<file path="config.mk">
export PLATFORM = sky130hd
export DESIGN_NAME = cc_timer
export DESIGN_NICKNAME = d
export VERILOG_FILES = /design/src/include/cc_timer_pkg.sv /design/src/rtl/cc_timer.sv
export SDC_FILE = /design/constraint.sdc
export NUM_CORES = 1
export LEC_CHECK = 0
export BUFFER_PORTS_ARGS = -buffer_cell sky130_fd_sc_hd__clkbuf_2
export CORE_ASPECT_RATIO = 0.9
export CORE_MARGIN = 10
export CORE_UTILIZATION = 40
export CTS_BUF_LIST = sky130_fd_sc_hd__clkbuf_4 sky130_fd_sc_hd__clkbuf_8
export CTS_CLUSTER_SIZE = 25
export DETAILED_ROUTE_END_ITERATION = 8
export PLACE_DENSITY = 0.61
export RECOVER_POWER = 25
export SLEW_MARGIN = 30
export SYNTH_ARGS = -nofsm -noshare
export SYNTH_HDL_FRONTEND = slang
export SYNTH_SLANG_ARGS = --single-unit
</file>
<file path="constraint.sdc">
create_clock -name hclk -period 2.91 [get_ports hclk]
set_input_delay 0.4365 -clock hclk [delete_from_list [all_inputs] [get_ports hclk]]
set_output_delay 0.4365 -clock hclk [all_outputs]
set_load 0.005 [all_outputs]
</file>
<file path="src/include/cc_timer_pkg.sv">
// Shared constants for the two-channel capture/compare timer.
package cc_timer_pkg;
   // Register byte offsets on the AHB-Lite bus.
   localparam logic [7:0] ctrl_status_off = 8'h00;
   localparam logic [7:0] counter_off = 8'h04;
   localparam logic [7:0] modulo_off = 8'h08;
   localparam logic [7:0] chan0_ctrl_status_off = 8'h0C;
   localparam logic [7:0] chan0_value_off = 8'h10;
   localparam logic [7:0] chan1_ctrl_status_off = 8'h14;
   localparam logic [7:0] chan1_value_off = 8'h18;
   // Timer control/status field positions.
   localparam int prescale_lsb = 0;
   localparam int reset_bit = 4;
   localparam int stop_bit = 5;
   localparam int overflow_irq_enable_bit = 6;
   localparam int overflow_flag_bit = 7;
   // Channel control/status field positions.
   localparam int edge_level_sel_lo_bit = 0;
   localparam int edge_level_sel_hi_bit = 1;
   localparam int toggle_on_overflow_bit = 2;
   localparam int mode_sel_lo_bit = 3;
   localparam int buffered_link_select_bit = 4;
   localparam int chan_irq_enable_bit = 6;
   localparam int chan_event_flag_bit = 7;
   // Values after reset.
   localparam logic [15:0] modulo_reset = 16'hFFFF;
   localparam logic [7:0] ctrl_status_reset = 8'h20;
   // Capture latency in bus cycles from the synchronised pin edge.
   localparam int capture_latency = 2;
endpackage

</file>
<file path="src/rtl/cc_timer.sv">
// Two-channel capture/compare timer with an AHB-Lite register slave.
//
// The placing of the registers and the AHB-Lite slave port were left to the implementer.
`timescale 1ns/1ns
// How it works
// - 16-bit up-counter, free or modulo.
// - Counter reads never disturb counting.
// - Three-bit select picks seven prescaled rates.
// - Each channel independently capture or compare.
// - Edge bits choose rising, falling, either.
// - Active edge copies counter into channel.
// - Capture overwrites regardless of flag.
// - Captured value appears two cycles after edge.
// - Channel flag requests interrupt when enabled.
// - Reset leaves channel values unchanged.
// - Compare match sets, clears or toggles pin.
// - Compare match raises interrupt via flag.
// - Unbuffered writes replace compare value immediately.
// - Link bit joins channels onto channel 0 pin.
// - Channel 0 value governs first when linked.
// - Overflow hands control to last-written pair.
// - Linked mode frees channel 1 pin and interrupt.
// - Per-channel toggle on overflow option.
// - Stop bit halts, reset bit clears counter.
// - Overflow flag at modulo, interrupt when enabled.
module cc_timer #(
   parameter int chan_count = 2
) (
   // Clock and reset.
   input wire logic hclk,
   input wire logic hresetn,
   // AHB-Lite slave.
   input wire logic hsel,
   input wire logic [31:0] haddr,
   input wire logic [1:0] htrans,
   input wire logic hwrite,
   input wire logic [2:0] hsize,
   input wire logic [31:0] hwdata,
   input wire logic hready,
   output logic [31:0] hrdata,
   output logic hreadyout,
   output logic hresp,
   // Channel pins.
   input wire logic chan0_pin_in,
   input wire logic chan1_pin_in,
   output logic chan0_pin_out,
   output logic chan0_pin_oe,
   output logic chan1_pin_out,
   output logic chan1_pin_oe,
   // Interrupt requests.
   output logic overflow_irq,
   output logic chan0_irq,
   output logic chan1_irq
);

   ////////////////////////////////////////////////////////////////////////
   // Bus slave.
   logic wr_pend_q;
   logic [7:0] wr_addr_q;
   logic [7:0] rd_addr;
   logic rd_take;
   logic [7:0] ctrl_q;
   logic [15:0] count_q;
   logic [15:0] modulo_q;
   logic [7:0] chan_ctrl_q [chan_count];
   logic [15:0] chan_val_q [chan_count];
   logic [chan_count-1:0] flag_seen_q;
   logic [chan_count-1:0] chan_set;
   logic [chan_count-1:0] val_wr;
   logic [chan_count-1:0] ctl_wr;
   logic overflow_set;
   logic tick;
   logic linked;
   logic active_q;
   logic pend_q;

   assign hreadyout = 1'b1;
   assign hresp = 1'b0;
   assign rd_take = hsel && hready && htrans[1] && !hwrite;
   assign rd_addr = haddr[7:0];
   assign linked = chan_ctrl_q[0][cc_timer_pkg::buffered_link_select_bit];

   always_ff @(posedge hclk or negedge hresetn) begin
      if (!hresetn) begin
         wr_pend_q <= 1'b0;
         wr_addr_q <= 8'h00;
      end else if (hready) begin
         wr_pend_q <= hsel && htrans[1] && hwrite;
         wr_addr_q <= haddr[7:0];
      end
   end

   // Reads come from live state; a counter read has no side effect.
   always_ff @(posedge hclk or negedge hresetn) begin
      if (!hresetn) begin
         hrdata <= 32'h00000000;
      end else if (rd_take) begin
         case (rd_addr)
            cc_timer_pkg::ctrl_status_off: hrdata <= {24'h000000, ctrl_q};
            cc_timer_pkg::counter_off: hrdata <= {16'h0000, count_q};
            cc_timer_pkg::modulo_off: hrdata <= {16'h0000, modulo_q};
            cc_timer_pkg::chan0_ctrl_status_off: hrdata <= {24'h000000, chan_ctrl_q[0]};
            cc_timer_pkg::chan0_value_off: hrdata <= {16'h0000, chan_val_q[0]};
            cc_timer_pkg::chan1_ctrl_status_off: hrdata <= {24'h000000, chan_ctrl_q[1]};
            cc_timer_pkg::chan1_value_off: hrdata <= {16'h0000, chan_val_q[1]};
            default: hrdata <= 32'h00000000;
         endcase
      end
   end

   ////////////////////////////////////////////////////////////////////////
   // Timer control and status.
   logic ctrl_wr;
   assign ctrl_wr = wr_pend_q && wr_addr_q == cc_timer_pkg::ctrl_status_off;

   always_ff @(posedge hclk or negedge hresetn) begin
      if (!hresetn) begin
         ctrl_q <= cc_timer_pkg::ctrl_status_reset;
      end else begin
         if (ctrl_wr) begin
            ctrl_q[6:0] <= hwdata[6:0];
            ctrl_q[cc_timer_pkg::reset_bit] <= 1'b0;
            if (!hwdata[cc_timer_pkg::overflow_flag_bit]) begin
               ctrl_q[cc_timer_pkg::overflow_flag_bit] <= 1'b0;
            end
         end
         if (overflow_set) begin
            ctrl_q[cc_timer_pkg::overflow_flag_bit] <= 1'b1;
         end
      end
   end

   always_ff @(posedge hclk or negedge hresetn) begin
      if (!hresetn) begin
         modulo_q <= cc_timer_pkg::modulo_reset;
      end else if (wr_pend_q && wr_addr_q == cc_timer_pkg::modulo_off) begin
         modulo_q <= hwdata[15:0];
      end
   end

   ////////////////////////////////////////////////////////////////////////
   // Prescaler and counter.
   logic [6:0] pre_q;
   logic [2:0] psel;
   assign psel = ctrl_q[cc_timer_pkg::prescale_lsb +: 3];

   always_ff @(posedge hclk or negedge hresetn) begin
      if (!hresetn) begin
         pre_q <= 7'h00;
      end else if (ctrl_wr && hwdata[cc_timer_pkg::reset_bit]) begin
         pre_q <= 7'h00;
      end else if (!ctrl_q[cc_timer_pkg::stop_bit]) begin
         pre_q <= pre_q + 7'h01;
      end
   end

   // Divide by 1, 2, 4 ... 64; select values 7 behave as 6.
   always_comb begin
      case (psel)
         3'h0: tick = 1'b1;
         3'h1: tick = pre_q[0];
         3'h2: tick = &pre_q[1:0];
         3'h3: tick = &pre_q[2:0];
         3'h4: tick = &pre_q[3:0];
         3'h5: tick = &pre_q[4:0];
         3'h6: tick = &pre_q[5:0];
         default: tick = &pre_q[5:0];
      endcase
      tick = tick && !ctrl_q[cc_timer_pkg::stop_bit];
   end

   assign overflow_set = tick && count_q == modulo_q;

   always_ff @(posedge hclk or negedge hresetn) begin
      if (!hresetn) begin
         count_q <= 16'h0000;
      end else if (ctrl_wr && hwdata[cc_timer_pkg::reset_bit]) begin
         count_q <= 16'h0000;
      end else if (overflow_set) begin
         count_q <= 16'h0000;
      end else if (tick) begin
         count_q <= count_q + 16'h0001;
      end
   end

   assign overflow_irq = ctrl_q[cc_timer_pkg::overflow_flag_bit]
      && ctrl_q[cc_timer_pkg::overflow_irq_enable_bit];

   ////////////////////////////////////////////////////////////////////////
   // Channels.
   logic [2:0] pin_sync_q [chan_count];
   logic [15:0] snap_q [chan_count];
   logic [chan_count-1:0] cap_pend_q;
   logic [chan_count-1:0] pin_q;
   logic [chan_count-1:0] match;

   // Buffered pair: active_q picks the pair that drives channel 0.
   always_ff @(posedge hclk or negedge hresetn) begin
      if (!hresetn) begin
         active_q <= 1'b0;
         pend_q <= 1'b0;
      end else if (!linked) begin
         active_q <= 1'b0;
         pend_q <= 1'b0;
      end else begin
         if (val_wr[1]) begin
            pend_q <= 1'b1;
         end else if (val_wr[0]) begin
            pend_q <= 1'b0;
         end
         if (overflow_set) begin
            active_q <= val_wr[1] ? 1'b1 : (val_wr[0] ? 1'b0 : pend_q);
         end
      end
   end

   for (genvar c = 0; c < chan_count; c++) begin : g_chan
      logic [7:0] cc;
      logic capture_mode;
      logic compare_mode;
      logic rise;
      logic fall;
      logic edge_hit;
      logic [15:0] cmp_val;
      logic own_match;
      logic pin_in;

      assign pin_in = (c == 0) ? chan0_pin_in : chan1_pin_in;
      assign cc = (c == 1 && linked) ? 8'h00 : chan_ctrl_q[c];
      assign capture_mode = cc[1:0] != 2'b00 && !cc[cc_timer_pkg::mode_sel_lo_bit]
         && !cc[cc_timer_pkg::buffered_link_select_bit];
      assign compare_mode = cc[1:0] != 2'b00 && !capture_mode;
      assign val_wr[c] = wr_pend_q && wr_addr_q == 8'(cc_timer_pkg::chan0_value_off + 8'(8 * c));
      assign ctl_wr[c] = wr_pend_q && wr_addr_q == 8'(cc_timer_pkg::chan0_ctrl_status_off + 8'(8 * c));
      assign rise = pin_sync_q[c][1] && !pin_sync_q[c][2];
      assign fall = !pin_sync_q[c][1] && pin_sync_q[c][2];
      assign edge_hit = capture_mode && ((cc[cc_timer_pkg::edge_level_sel_lo_bit] && rise)
         || (cc[cc_timer_pkg::edge_level_sel_hi_bit] && fall));
      assign cmp_val = (c == 0 && linked && active_q) ? chan_val_q[1] : chan_val_q[c];
      assign own_match = compare_mode && tick && count_q == cmp_val;
      assign match[c] = own_match;
      assign chan_set[c] = own_match || cap_pend_q[c];

      always_ff @(posedge hclk or negedge hresetn) begin
         if (!hresetn) begin
            pin_sync_q[c] <= 3'b000;
         end else begin
            pin_sync_q[c] <= {pin_sync_q[c][1:0], pin_in};
         end
      end

      // Edge snapshot then write: value lands two cycles after the edge.
      always_ff @(posedge hclk or negedge hresetn) begin
         if (!hresetn) begin
            cap_pend_q[c] <= 1'b0;
            snap_q[c] <= 16'h0000;
         end else begin
            cap_pend_q[c] <= edge_hit;
            if (edge_hit) begin
               snap_q[c] <= count_q;
            end
         end
      end

      // No reset: values survive system reset.
      always_ff @(posedge hclk) begin
         if (cap_pend_q[c]) begin
            chan_val_q[c] <= snap_q[c];
         end else if (val_wr[c]) begin
            chan_val_q[c] <= hwdata[15:0];
         end
      end

      always_ff @(posedge hclk or negedge hresetn) begin
         if (!hresetn) begin
            chan_ctrl_q[c] <= 8'h00;
            flag_seen_q[c] <= 1'b0;
         end else begin
            if (rd_take && rd_addr == 8'(cc_timer_pkg::chan0_ctrl_status_off + 8'(8 * c))) begin
               flag_seen_q[c] <= chan_ctrl_q[c][cc_timer_pkg::chan_event_flag_bit];
            end
            if (ctl_wr[c] && !(c == 1 && linked)) begin
               chan_ctrl_q[c][6:0] <= (c == 0) ? hwdata[6:0] : {hwdata[6:5], 1'b0, hwdata[3:0]};
               if (!hwdata[cc_timer_pkg::chan_event_flag_bit] && flag_seen_q[c]) begin
                  chan_ctrl_q[c][cc_timer_pkg::chan_event_flag_bit] <= 1'b0;
                  flag_seen_q[c] <= 1'b0;
               end
            end
            if (chan_set[c]) begin
               chan_ctrl_q[c][cc_timer_pkg::chan_event_flag_bit] <= 1'b1;
            end
         end
      end

      // Overflow toggle wins over a simultaneous match.
      always_ff @(posedge hclk or negedge hresetn) begin
         if (!hresetn) begin
            pin_q[c] <= 1'b0;
         end else if (compare_mode && overflow_set && cc[cc_timer_pkg::toggle_on_overflow_bit]) begin
            pin_q[c] <= !pin_q[c];
         end else if (own_match) begin
            case (cc[1:0])
               2'b01: pin_q[c] <= !pin_q[c];
               2'b10: pin_q[c] <= 1'b0;
               2'b11: pin_q[c] <= 1'b1;
               default: pin_q[c] <= pin_q[c];
            endcase
         end
      end
   end

   assign chan0_pin_out = pin_q[0];
   assign chan1_pin_out = pin_q[1];
   assign chan0_pin_oe = g_chan[0].compare_mode;
   assign chan1_pin_oe = g_chan[1].compare_mode;
   assign chan0_irq = chan_ctrl_q[0][cc_timer_pkg::chan_event_flag_bit]
      && chan_ctrl_q[0][cc_timer_pkg::chan_irq_enable_bit];
   assign chan1_irq = chan_ctrl_q[1][cc_timer_pkg::chan_event_flag_bit]
      && chan_ctrl_q[1][cc_timer_pkg::chan_irq_enable_bit] && !linked;

   ////////////////////////////////////////////////////////////////////////
   // Checks.
   // Cycles since the last counter tick while the counter runs.
   logic [6:0] tick_gap_q;
   always_ff @(posedge hclk or negedge hresetn) begin
      if (!hresetn) begin
         tick_gap_q <= 7'h00;
      end else if (tick || ctrl_q[cc_timer_pkg::stop_bit] || ctrl_wr) begin
         tick_gap_q <= 7'h00;
      end else begin
         tick_gap_q <= tick_gap_q + 7'h01;
      end
   end

   count_wrap_a: assert property (@(posedge hclk) disable iff (!hresetn)
      overflow_set && !ctrl_wr |=> count_q == 16'h0000) else $error("counter did not wrap");
   count_step_a: assert property (@(posedge hclk) disable iff (!hresetn)
      tick && !overflow_set && !ctrl_wr |=> count_q == $past(count_q) + 16'h0001)
      else $error("counter did not step");
   stop_hold_a: assert property (@(posedge hclk) disable iff (!hresetn)
      ctrl_q[cc_timer_pkg::stop_bit] && !ctrl_wr |=> $stable(count_q)) else $error("stopped counter moved");
   tick_gap_a: assert property (@(posedge hclk) disable iff (!hresetn)
      tick_gap_q < 7'h40) else $error("prescaled tick missing");
   capture_delay_a: assert property (@(posedge hclk) disable iff (!hresetn)
      g_chan[0].edge_hit |-> ##2 chan_val_q[0] == $past(count_q, 2)) else $error("capture value wrong");
   ovf_flag_a: assert property (@(posedge hclk) disable iff (!hresetn)
      overflow_set |=> ctrl_q[cc_timer_pkg::overflow_flag_bit]) else $error("overflow flag missing");
   ovf_gate_a: assert property (@(posedge hclk) disable iff (!hresetn)
      !ctrl_q[cc_timer_pkg::overflow_irq_enable_bit] |-> !overflow_irq) else $error("masked overflow irq");
   chan_flag_a: assert property (@(posedge hclk) disable iff (!hresetn)
      chan_set[0] |=> chan_ctrl_q[0][cc_timer_pkg::chan_event_flag_bit]) else $error("channel flag missing");
   chan1_flag_a: assert property (@(posedge hclk) disable iff (!hresetn)
      chan_set[1] |=> chan_ctrl_q[1][cc_timer_pkg::chan_event_flag_bit]) else $error("channel 1 flag missing");
   irq_gate_a: assert property (@(posedge hclk) disable iff (!hresetn)
      !chan_ctrl_q[0][cc_timer_pkg::chan_irq_enable_bit] |-> !chan0_irq) else $error("masked irq raised");
   link_free_a: assert property (@(posedge hclk) disable iff (!hresetn)
      linked |-> !chan1_pin_oe && !chan1_irq) else $error("channel 1 not released");
   set_match_a: assert property (@(posedge hclk) disable iff (!hresetn)
      match[0] && !overflow_set && chan_ctrl_q[0][1:0] == 2'b11 |=> chan0_pin_out) else $error("set failed");
   clear_match_a: assert property (@(posedge hclk) disable iff (!hresetn)
      match[1] && !overflow_set && chan_ctrl_q[1][1:0] == 2'b10 |=> !chan1_pin_out) else $error("clear failed");
   ovf_toggle_a: assert property (@(posedge hclk) disable iff (!hresetn)
      g_chan[1].compare_mode && overflow_set && g_chan[1].cc[cc_timer_pkg::toggle_on_overflow_bit]
      |=> chan1_pin_out != $past(chan1_pin_out)) else $error("overflow toggle missing");
   swap_new_a: assert property (@(posedge hclk) disable iff (!hresetn)
      linked && overflow_set && pend_q && !val_wr[0] |=> active_q) else $error("buffered swap missed");
   swap_back_a: assert property (@(posedge hclk) disable iff (!hresetn)
      linked && overflow_set && !val_wr[1] && !pend_q |=> !active_q) else $error("buffered return missed");
   swap_hold_a: assert property (@(posedge hclk) disable iff (!hresetn)
      linked && !overflow_set |=> $stable(active_q)) else $error("active pair moved early");
   capture_c: cover property (@(posedge hclk) disable iff (!hresetn) cap_pend_q[0]);
   match_c: cover property (@(posedge hclk) disable iff (!hresetn) match[0]);
   swap_c: cover property (@(posedge hclk) disable iff (!hresetn) linked && $rose(active_q));
   wrap_c: cover property (@(posedge hclk) disable iff (!hresetn) linked && overflow_set);
endmodule

</file>
==> results of run 1 <==
## metrics by stage
step,instance area (µm²),hold WS [ns]
after detailed placement,9014,0.3418
after global placement,9014,0.3522
final,9414,0.07471
after global routing,9414,0.04488
after floorplan,8451,0.1409
after CTS,9424,0.05579
## cell usage in the layout (no fill, tap or decap), types with 10 or more instances in the layout
cell and n:
dfstp_2 17, a22oi_1 11, o21ai_0 16, buf_4 31, clkbuf_8 18, clkbuf_2 51, edfxtp_1 32, dfrtp_1 114
nor4_1 11, conb_1 18, inv_1 12, nor2_1 35, nand2_1 95, xor2_1 31, xnor2_1 25, mux2_2 95
nand3_1 14, a222oi_1 10, mux2i_1 10, a21oi_1 16
## cells by family after synthesis
family | Yosys count
multiplexers | 105
other | 2
adder cells (fa/ha/maj) | 4
AND/OR/NAND/NOR | 229
XOR/XNOR | 56
flip-flops | 163
AO/OA/AOI/OAI | 118
buffers and inverters | 75
## timing repair
| item | in CTS | in global routing |
|---|---|---|
| endpoints found under the hold margin | 45 | 0 |
| hold buffers | 1 | 0 |
| buffers inserted | 0 | 0 |
## power by group
part	internal [W]	switching, W
Combinational	0.000436	0.000573
Sequential	0.00255	0.000243
Clock	0.000794	0.000896
Total	0.00378	0.00171
## final timing paths
path,from,to,slack (ns)
worst max-delay path,pre_q[0],chan0_pin_out,0.40
worst min-delay path,chan1_pin_in,pin_sync_q[0],0.07
worst max register to register,pre_q[0],chan0_pin_out,0.40
worst min register to register,pin_sync_q[0],pin_sync_q[1],0.37
max in group asynchronous,hresetn,modulo_q[8],0.92
min in group asynchronous,hresetn,pin_sync_q[3],0.85
## flip-flops by register name, summed over array words and instances (netlist names), 2 cells and up
signal and flops:
chan_val_q 32, snap_q 32, count_q 16, hrdata 16, modulo_q 16, g_chan.cc 8
wr_addr_q 8, chan_ctrl_q 7, ctrl_q 7, pin_sync_q 6, pre_q 6, cap_pend_q 2
flag_seen_q 2
## routing by layer
| layer | share of wire | routed length, µm |
|---|---|---|
| met4 | 0.018 | 425 |
| met5 | 0 | 0 |
| met3 | 0.072 | 1715 |
| met2 | 0.45 | 10710 |
| met1 | 0.46 | 11120 |
## cell type report
cell class              count  area (µm²)  area share
clock inverters            14       152.6     0.01621
clock buffers              18       247.7     0.02632
flip-flops and latches    163        4260      0.4526
multi-input cells         530        3821      0.4059
repair buffers             87       529.3     0.05622
well taps                 286       357.8     0.03801
inverters                  12       45.04    0.004785
==> summary.txt, run 1 <==
final core area utilization = 0.4546
Vias per Instance = 5.534
Post-synth top cells = dfrtp_1 (114), mux2_2 (95), nand2_1 (95)
GPL Wtd Cong = 0.9145
met1 Usage GRT = 0.2471
gr usage total = 0.1771
number of max-cap violations = 0
crit path capture type = flip-flop
starting DRC count in detailed routing = 686
CP Class = reg -> reg
clock slew at reported path FFs = 0.10 ns
Largest delay share family, worst path = compound AO/OA/AOI/OAI gates
asr flop ratio synth = 0.8037
global route hottest layer = met2
row cnt = 50
dpl hpwl = 16.99 mm
top-area cell type share of the netlist area = 0.3400
drt total wl = 23.96 mm
Fin Setup TNS = 0 ns
Inserted Clock Buffers = 17
Worst Max-Slew Pin Slew = 1.460 ns
DRT Pass-1 Iters = 8
crit-path max cell delay = 0.43 ns
area delta synth->final = 12.20%
xor and xnor area share after synthesis = 0.05846
Max clock buf depth = 2
placed cell count = 1077
Filler cells = 1924
hold path depth = 1
Worst setup SP type = flip-flop
Post-Synthesis Cells = 752
Post-Syn Area per Cell = 11.16 µm²
total power = 0.005493 W
layout cells sized above 1 = 0.2949
PortBufs = 54
ordered cell list for the critical path = ha_1 -> and3_1 -> ha_1 -> mux2_2 -> a32o_1 -> and4_1 -> a41o_1 -> a211o_1
WL/cell = 21.59 µm
final worst setup slack = 0.3960 ns
worst clock skew = 0.01480 ns
DRC = 0
Clock Sinks = 163
first-pass GRT wire length = 37.24 mm
cts repair resizes = 0
Worst-Skew Late Latency = 0.46 ns
Cell Pwr Density = 583.5 nW/µm²
IO Pins = 117
WP depth = 8
Final #Nets = 891
CTS root buf = clkbuf_8
critical path data arrival time = 2.86 ns
M3 GR Usage = 0.03952
status = finished, final reports clean
relative slew slack = 0.02648
Initial Util = 0.4052
Hold Path Class = in -> reg
register area share after synthesis = 0.5078
Synth area leaders = dfrtp_1 (34%), mux2_2 (13%), edfxtp_1 (11%), dfstp_2 (5.3%), nand2_1 (4.2%)
crit path max fanout = 6
ANT cells = 0
f_max = 0.3978 GHz
largest family of logic cells by synthesized area = multiplexers
TritonCTS clock tree = built
VDD IR max = 0.0003378 V
largest net degree at the start of global routing = 79
Slew Viols, Final = 0
Post-synth EDFFs = 32
simple-gate portion of the synthesized area = 0.1384
top-count cell post-synth = dfrtp_1
Final min period = 2.514 ns
final-report setup violation count = 0
Primary FF master, synth = dfrtp_1
final worst path period share = 0.8639
via count = 6143
Worst EP required = 3.26 ns
RSZ-0062 raised after global routing = no
H-tree levels = 4
Worst path slowest cell = dfrtp_1
M2 GR Usage = 0.2687
DIE HEIGHT = 157.4 µm
Setup WS pre-CTS = 0.4271 ns
area leader, netlist = dfrtp_1
fin cells = 1110
Synth Register Bits = 163
GR Overflow Total = 0
P_leak = 4.264 nW
Synth Area in Compound Gates = 0.1041
Yosys cell types = 71
post-synthesis mux area share = 0.1394
Yosys warning count = 0
count of buffer and inverter cells on the critical path = 0
mapped cell area = 8391 µm²
die area = 27180 µm²
core area = 20710 µm²
Die X = 172.7 µm
post-route ant nets = 0
Final Hold Fails = 0
most used cell, CP = ha_1
vias in the first global route = 6040
Post-Synth Adder-Cell Area = 0.005965
initial antenna violation count = 0
reg2reg path depth = 8
Note: power is estimated with default switching activity, not from simulation.
==> run 2: changes to the inputs <==
- CELL_PAD_IN_SITES_DETAIL_PLACEMENT: unset -> 0
- CELL_PAD_IN_SITES_GLOBAL_PLACEMENT: unset -> 1
- PLACE_DENSITY: 0.61 -> 0.73
- SKIP_CTS_REPAIR_TIMING: unset -> 1
==> summary.txt, run 2 (synthesis gave the netlist of run 1 again) <==
reg-to-reg startpoint = pre_q[0] (unchanged)
DIE HEIGHT = 157.4 µm (unchanged)
GPL Wtd Cong = 0.9034 (was 0.9145)
worst clock skew = 0.01552 ns (was 0.01480 ns)
VDD IR max = 0.0002856 V (was 0.0003378 V)
Vias per Instance = 5.555 (was 5.534)
P_leak = 4.283 nW (was 4.264 nW)
Hold Path Class = in -> reg (unchanged)
area delta synth->final = 12.38% (was 12.20%)
Worst-Skew Late Latency = 0.47 ns (was 0.46 ns)
Die X = 172.7 µm (unchanged)
largest net degree at the start of global routing = 61 (was 79)
leading cell type in the layout, fill and taps excluded = dfrtp_1 (unchanged)
Worst Max-Slew Pin Slew = 1.575 ns (was 1.460 ns)
drt total wl = 24.46 mm (was 23.96 mm)
final-report setup violation count = 0 (unchanged)
reg2reg path depth = 8 (unchanged)
TritonCTS clock tree = built (unchanged)
Final min period = 2.608 ns (was 2.514 ns)
clock slew at reported path FFs = 0.09 ns (was 0.10 ns)
Initial Util = 0.4052 (unchanged)
Clock Sinks = 163 (unchanged)
die area = 27180 µm² (unchanged)
Final Hold Fails = 0 (unchanged)
crit path capture type = flip-flop (unchanged)
Max clock buf depth = 2 (unchanged)
reg2reg end = g_chan[0].cc[7] (was chan0_pin_out)
starting DRC count in detailed routing = 635 (was 686)
failing checks = capacitance limit, slew limit
via count = 6172 (was 6143)
relative slew slack = -0.05012 (was 0.02648)
f_max = 0.3834 GHz (was 0.3978 GHz)
CP Class = reg -> reg (unchanged)
GR Overflow Total = 0 (unchanged)
post-route ant nets = 0 (unchanged)
most frequent cells in the layout = dfrtp_1 (114), nand2_1 (95), mux2_2 (95) (unchanged)
Cell Pwr Density = 586.9 nW/µm² (was 583.5 nW/µm²)
CP startpoint = pre_q[0] (unchanged)
initial antenna violation count = 0 (unchanged)
Filler cells = 1985 (was 1924)
first-pass GRT wire length = 37.24 mm (unchanged)
final design area excluding fillers = 9429 µm² (was 9414 µm²)
Worst path slowest cell = dfrtp_1 (unchanged)
ordered cell list for the critical path = ha_1 -> and3_1 -> ha_1 -> mux2_2 -> a32o_1 -> and4_1 -> and3_1 -> a211o_1 (was ha_1 -> and3_1 -> ha_1 -> mux2_2 -> a32o_1 -> and4_1 -> a41o_1 -> a211o_1)
vias in the first global route = 6040 (unchanged)
number of max-cap violations = 1 (was 0)
DRC = 0 (unchanged)
row cnt = 50 (unchanged)
dpl hpwl = 17.36 mm (was 16.99 mm)
DRT Pass-1 Iters = 5 (was 8)
critical path data arrival time = 2.96 ns (was 2.86 ns)
layout cells sized above 1 = 0.2970 (was 0.2949)
worst setup path endpoint = g_chan[0].cc[7] (was chan0_pin_out)
status = finished with violations (was finished, final reports clean)
H-tree levels = 4 (unchanged)
r2r setup slk = 0.30 ns (was 0.40 ns)
placed cell areas = 9017 µm² (was 9014 µm²)
final hold slack = 0.07803 ns (was 0.07471 ns)
CTS root buf = clkbuf_8 (unchanged)
WL/cell = 22.01 µm (was 21.59 µm)
Fin Setup TNS = 0 ns (unchanged)
Slew Viols, Final = 60 (was 0)
Worst setup SP type = flip-flop (unchanged)
Largest regs = chan_val_q: 32 flops, snap_q: 32 flops (unchanged)
final core area utilization = 0.4553 (was 0.4546)
IO Pins = 117 (unchanged)
crit path max fanout = 10 (was 6)
Final #Nets = 892 (was 891)
core area = 20710 µm² (unchanged)
crit-path max cell delay = 0.43 ns (about the same)
ANT cells = 0 (unchanged)
Inserted Clock Buffers = 17 (unchanged)
RSZ-0062 raised after global routing = no (unchanged)
gr usage total = 0.1789 (was 0.1771)
final worst path period share = 0.8962 (was 0.8639)
Worst EP required = 3.27 ns (was 3.26 ns)
PortBufs = 54 (unchanged)
==> run 2: cell types whose count changed in the layout (fill, tap and decap cells not counted) <==
cell,previous run,this run
clkbuf_8,18,17
inv_8,1,3
o21bai_1,1,2
buf_1,1,0
clkbuf_1,2,1
clkbuf_2,51,53
buf_4,31,32
o21bai_2,1,0
inv_6,2,4
clkbuf_4,0,1
clkinvlp_4,3,1
clkinv_2,3,1
==> run 2: layout make-up <==
cell class / instances / area, µm² / share of cell area
Tap cell: 286 / 357.8 / 0.03795
Clock inverter: 14 / 167.7 / 0.01778
Multi-Input combinational cell: 530 / 3817 / 0.4049
Inverter: 12 / 45.04 / 0.004777
Clock buffer: 18 / 241.5 / 0.02561
Timing Repair Buffer: 88 / 539.3 / 0.05719
Sequential cell: 163 / 4260 / 0.4518
==> run 2: worst min-delay path by stage <==
stage	startpoint	endpoint	slack [ns]	depth (start not counted)
after floorplan	hresetn	active_q	0.14	0
after global placement	pin_sync_q[0]	pin_sync_q[1]	0.35	0
after detailed placement	pin_sync_q[3]	pin_sync_q[4]	0.34	0
after CTS	hresetn	g_chan[0].cc[3]	-0.04	1
after global routing	chan0_pin_in	pin_sync_q[3]	0.07	1
final	chan0_pin_in	pin_sync_q[3]	0.08	1
==> run 2: layer usage <==
metal  wire, µm  up-vias  global-route usage  part of all wire
met3       1796       30             0.04168             0.073
met5          0        -                   0                 0
met2      10870      246              0.2722              0.44
li1           -     2811                   -                 -
met1      11250     3085              0.2469              0.46
met4        538        0             0.05742             0.022
==> run 2: worst max-delay path, delay by kind of cell, from the launching register on <==
family | cells | cell delay, ns
AND/OR/NAND/NOR | 3 | 0.73
AO/OA/AOI/OAI | 2 | 0.68
flip-flops | 1 | 0.43
adder cells (fa/ha/maj) | 2 | 0.39
multiplexers | 1 | 0.27
==> run 2: metrics by stage <==
stage	setup WS, ns	power (W)	cells
after CTS	0.3596	0.005567	1110
after detailed placement	0.3523	0.003823	1078
after floorplan	0.5533	0.003455	768
after global routing	0.2684	0.005796	1111
after global placement	0.3437	0.003808	1078
final	0.3020	0.005534	1111
==> run 2: power breakdown <==
group,internal [W],switching (W),leakage [nW]
sequential,0.00255,0.000252,1.98
combinational,0.000440,0.000549,2.10
clock,0.000802,0.000940,0.208
total,0.00379,0.00174,4.28
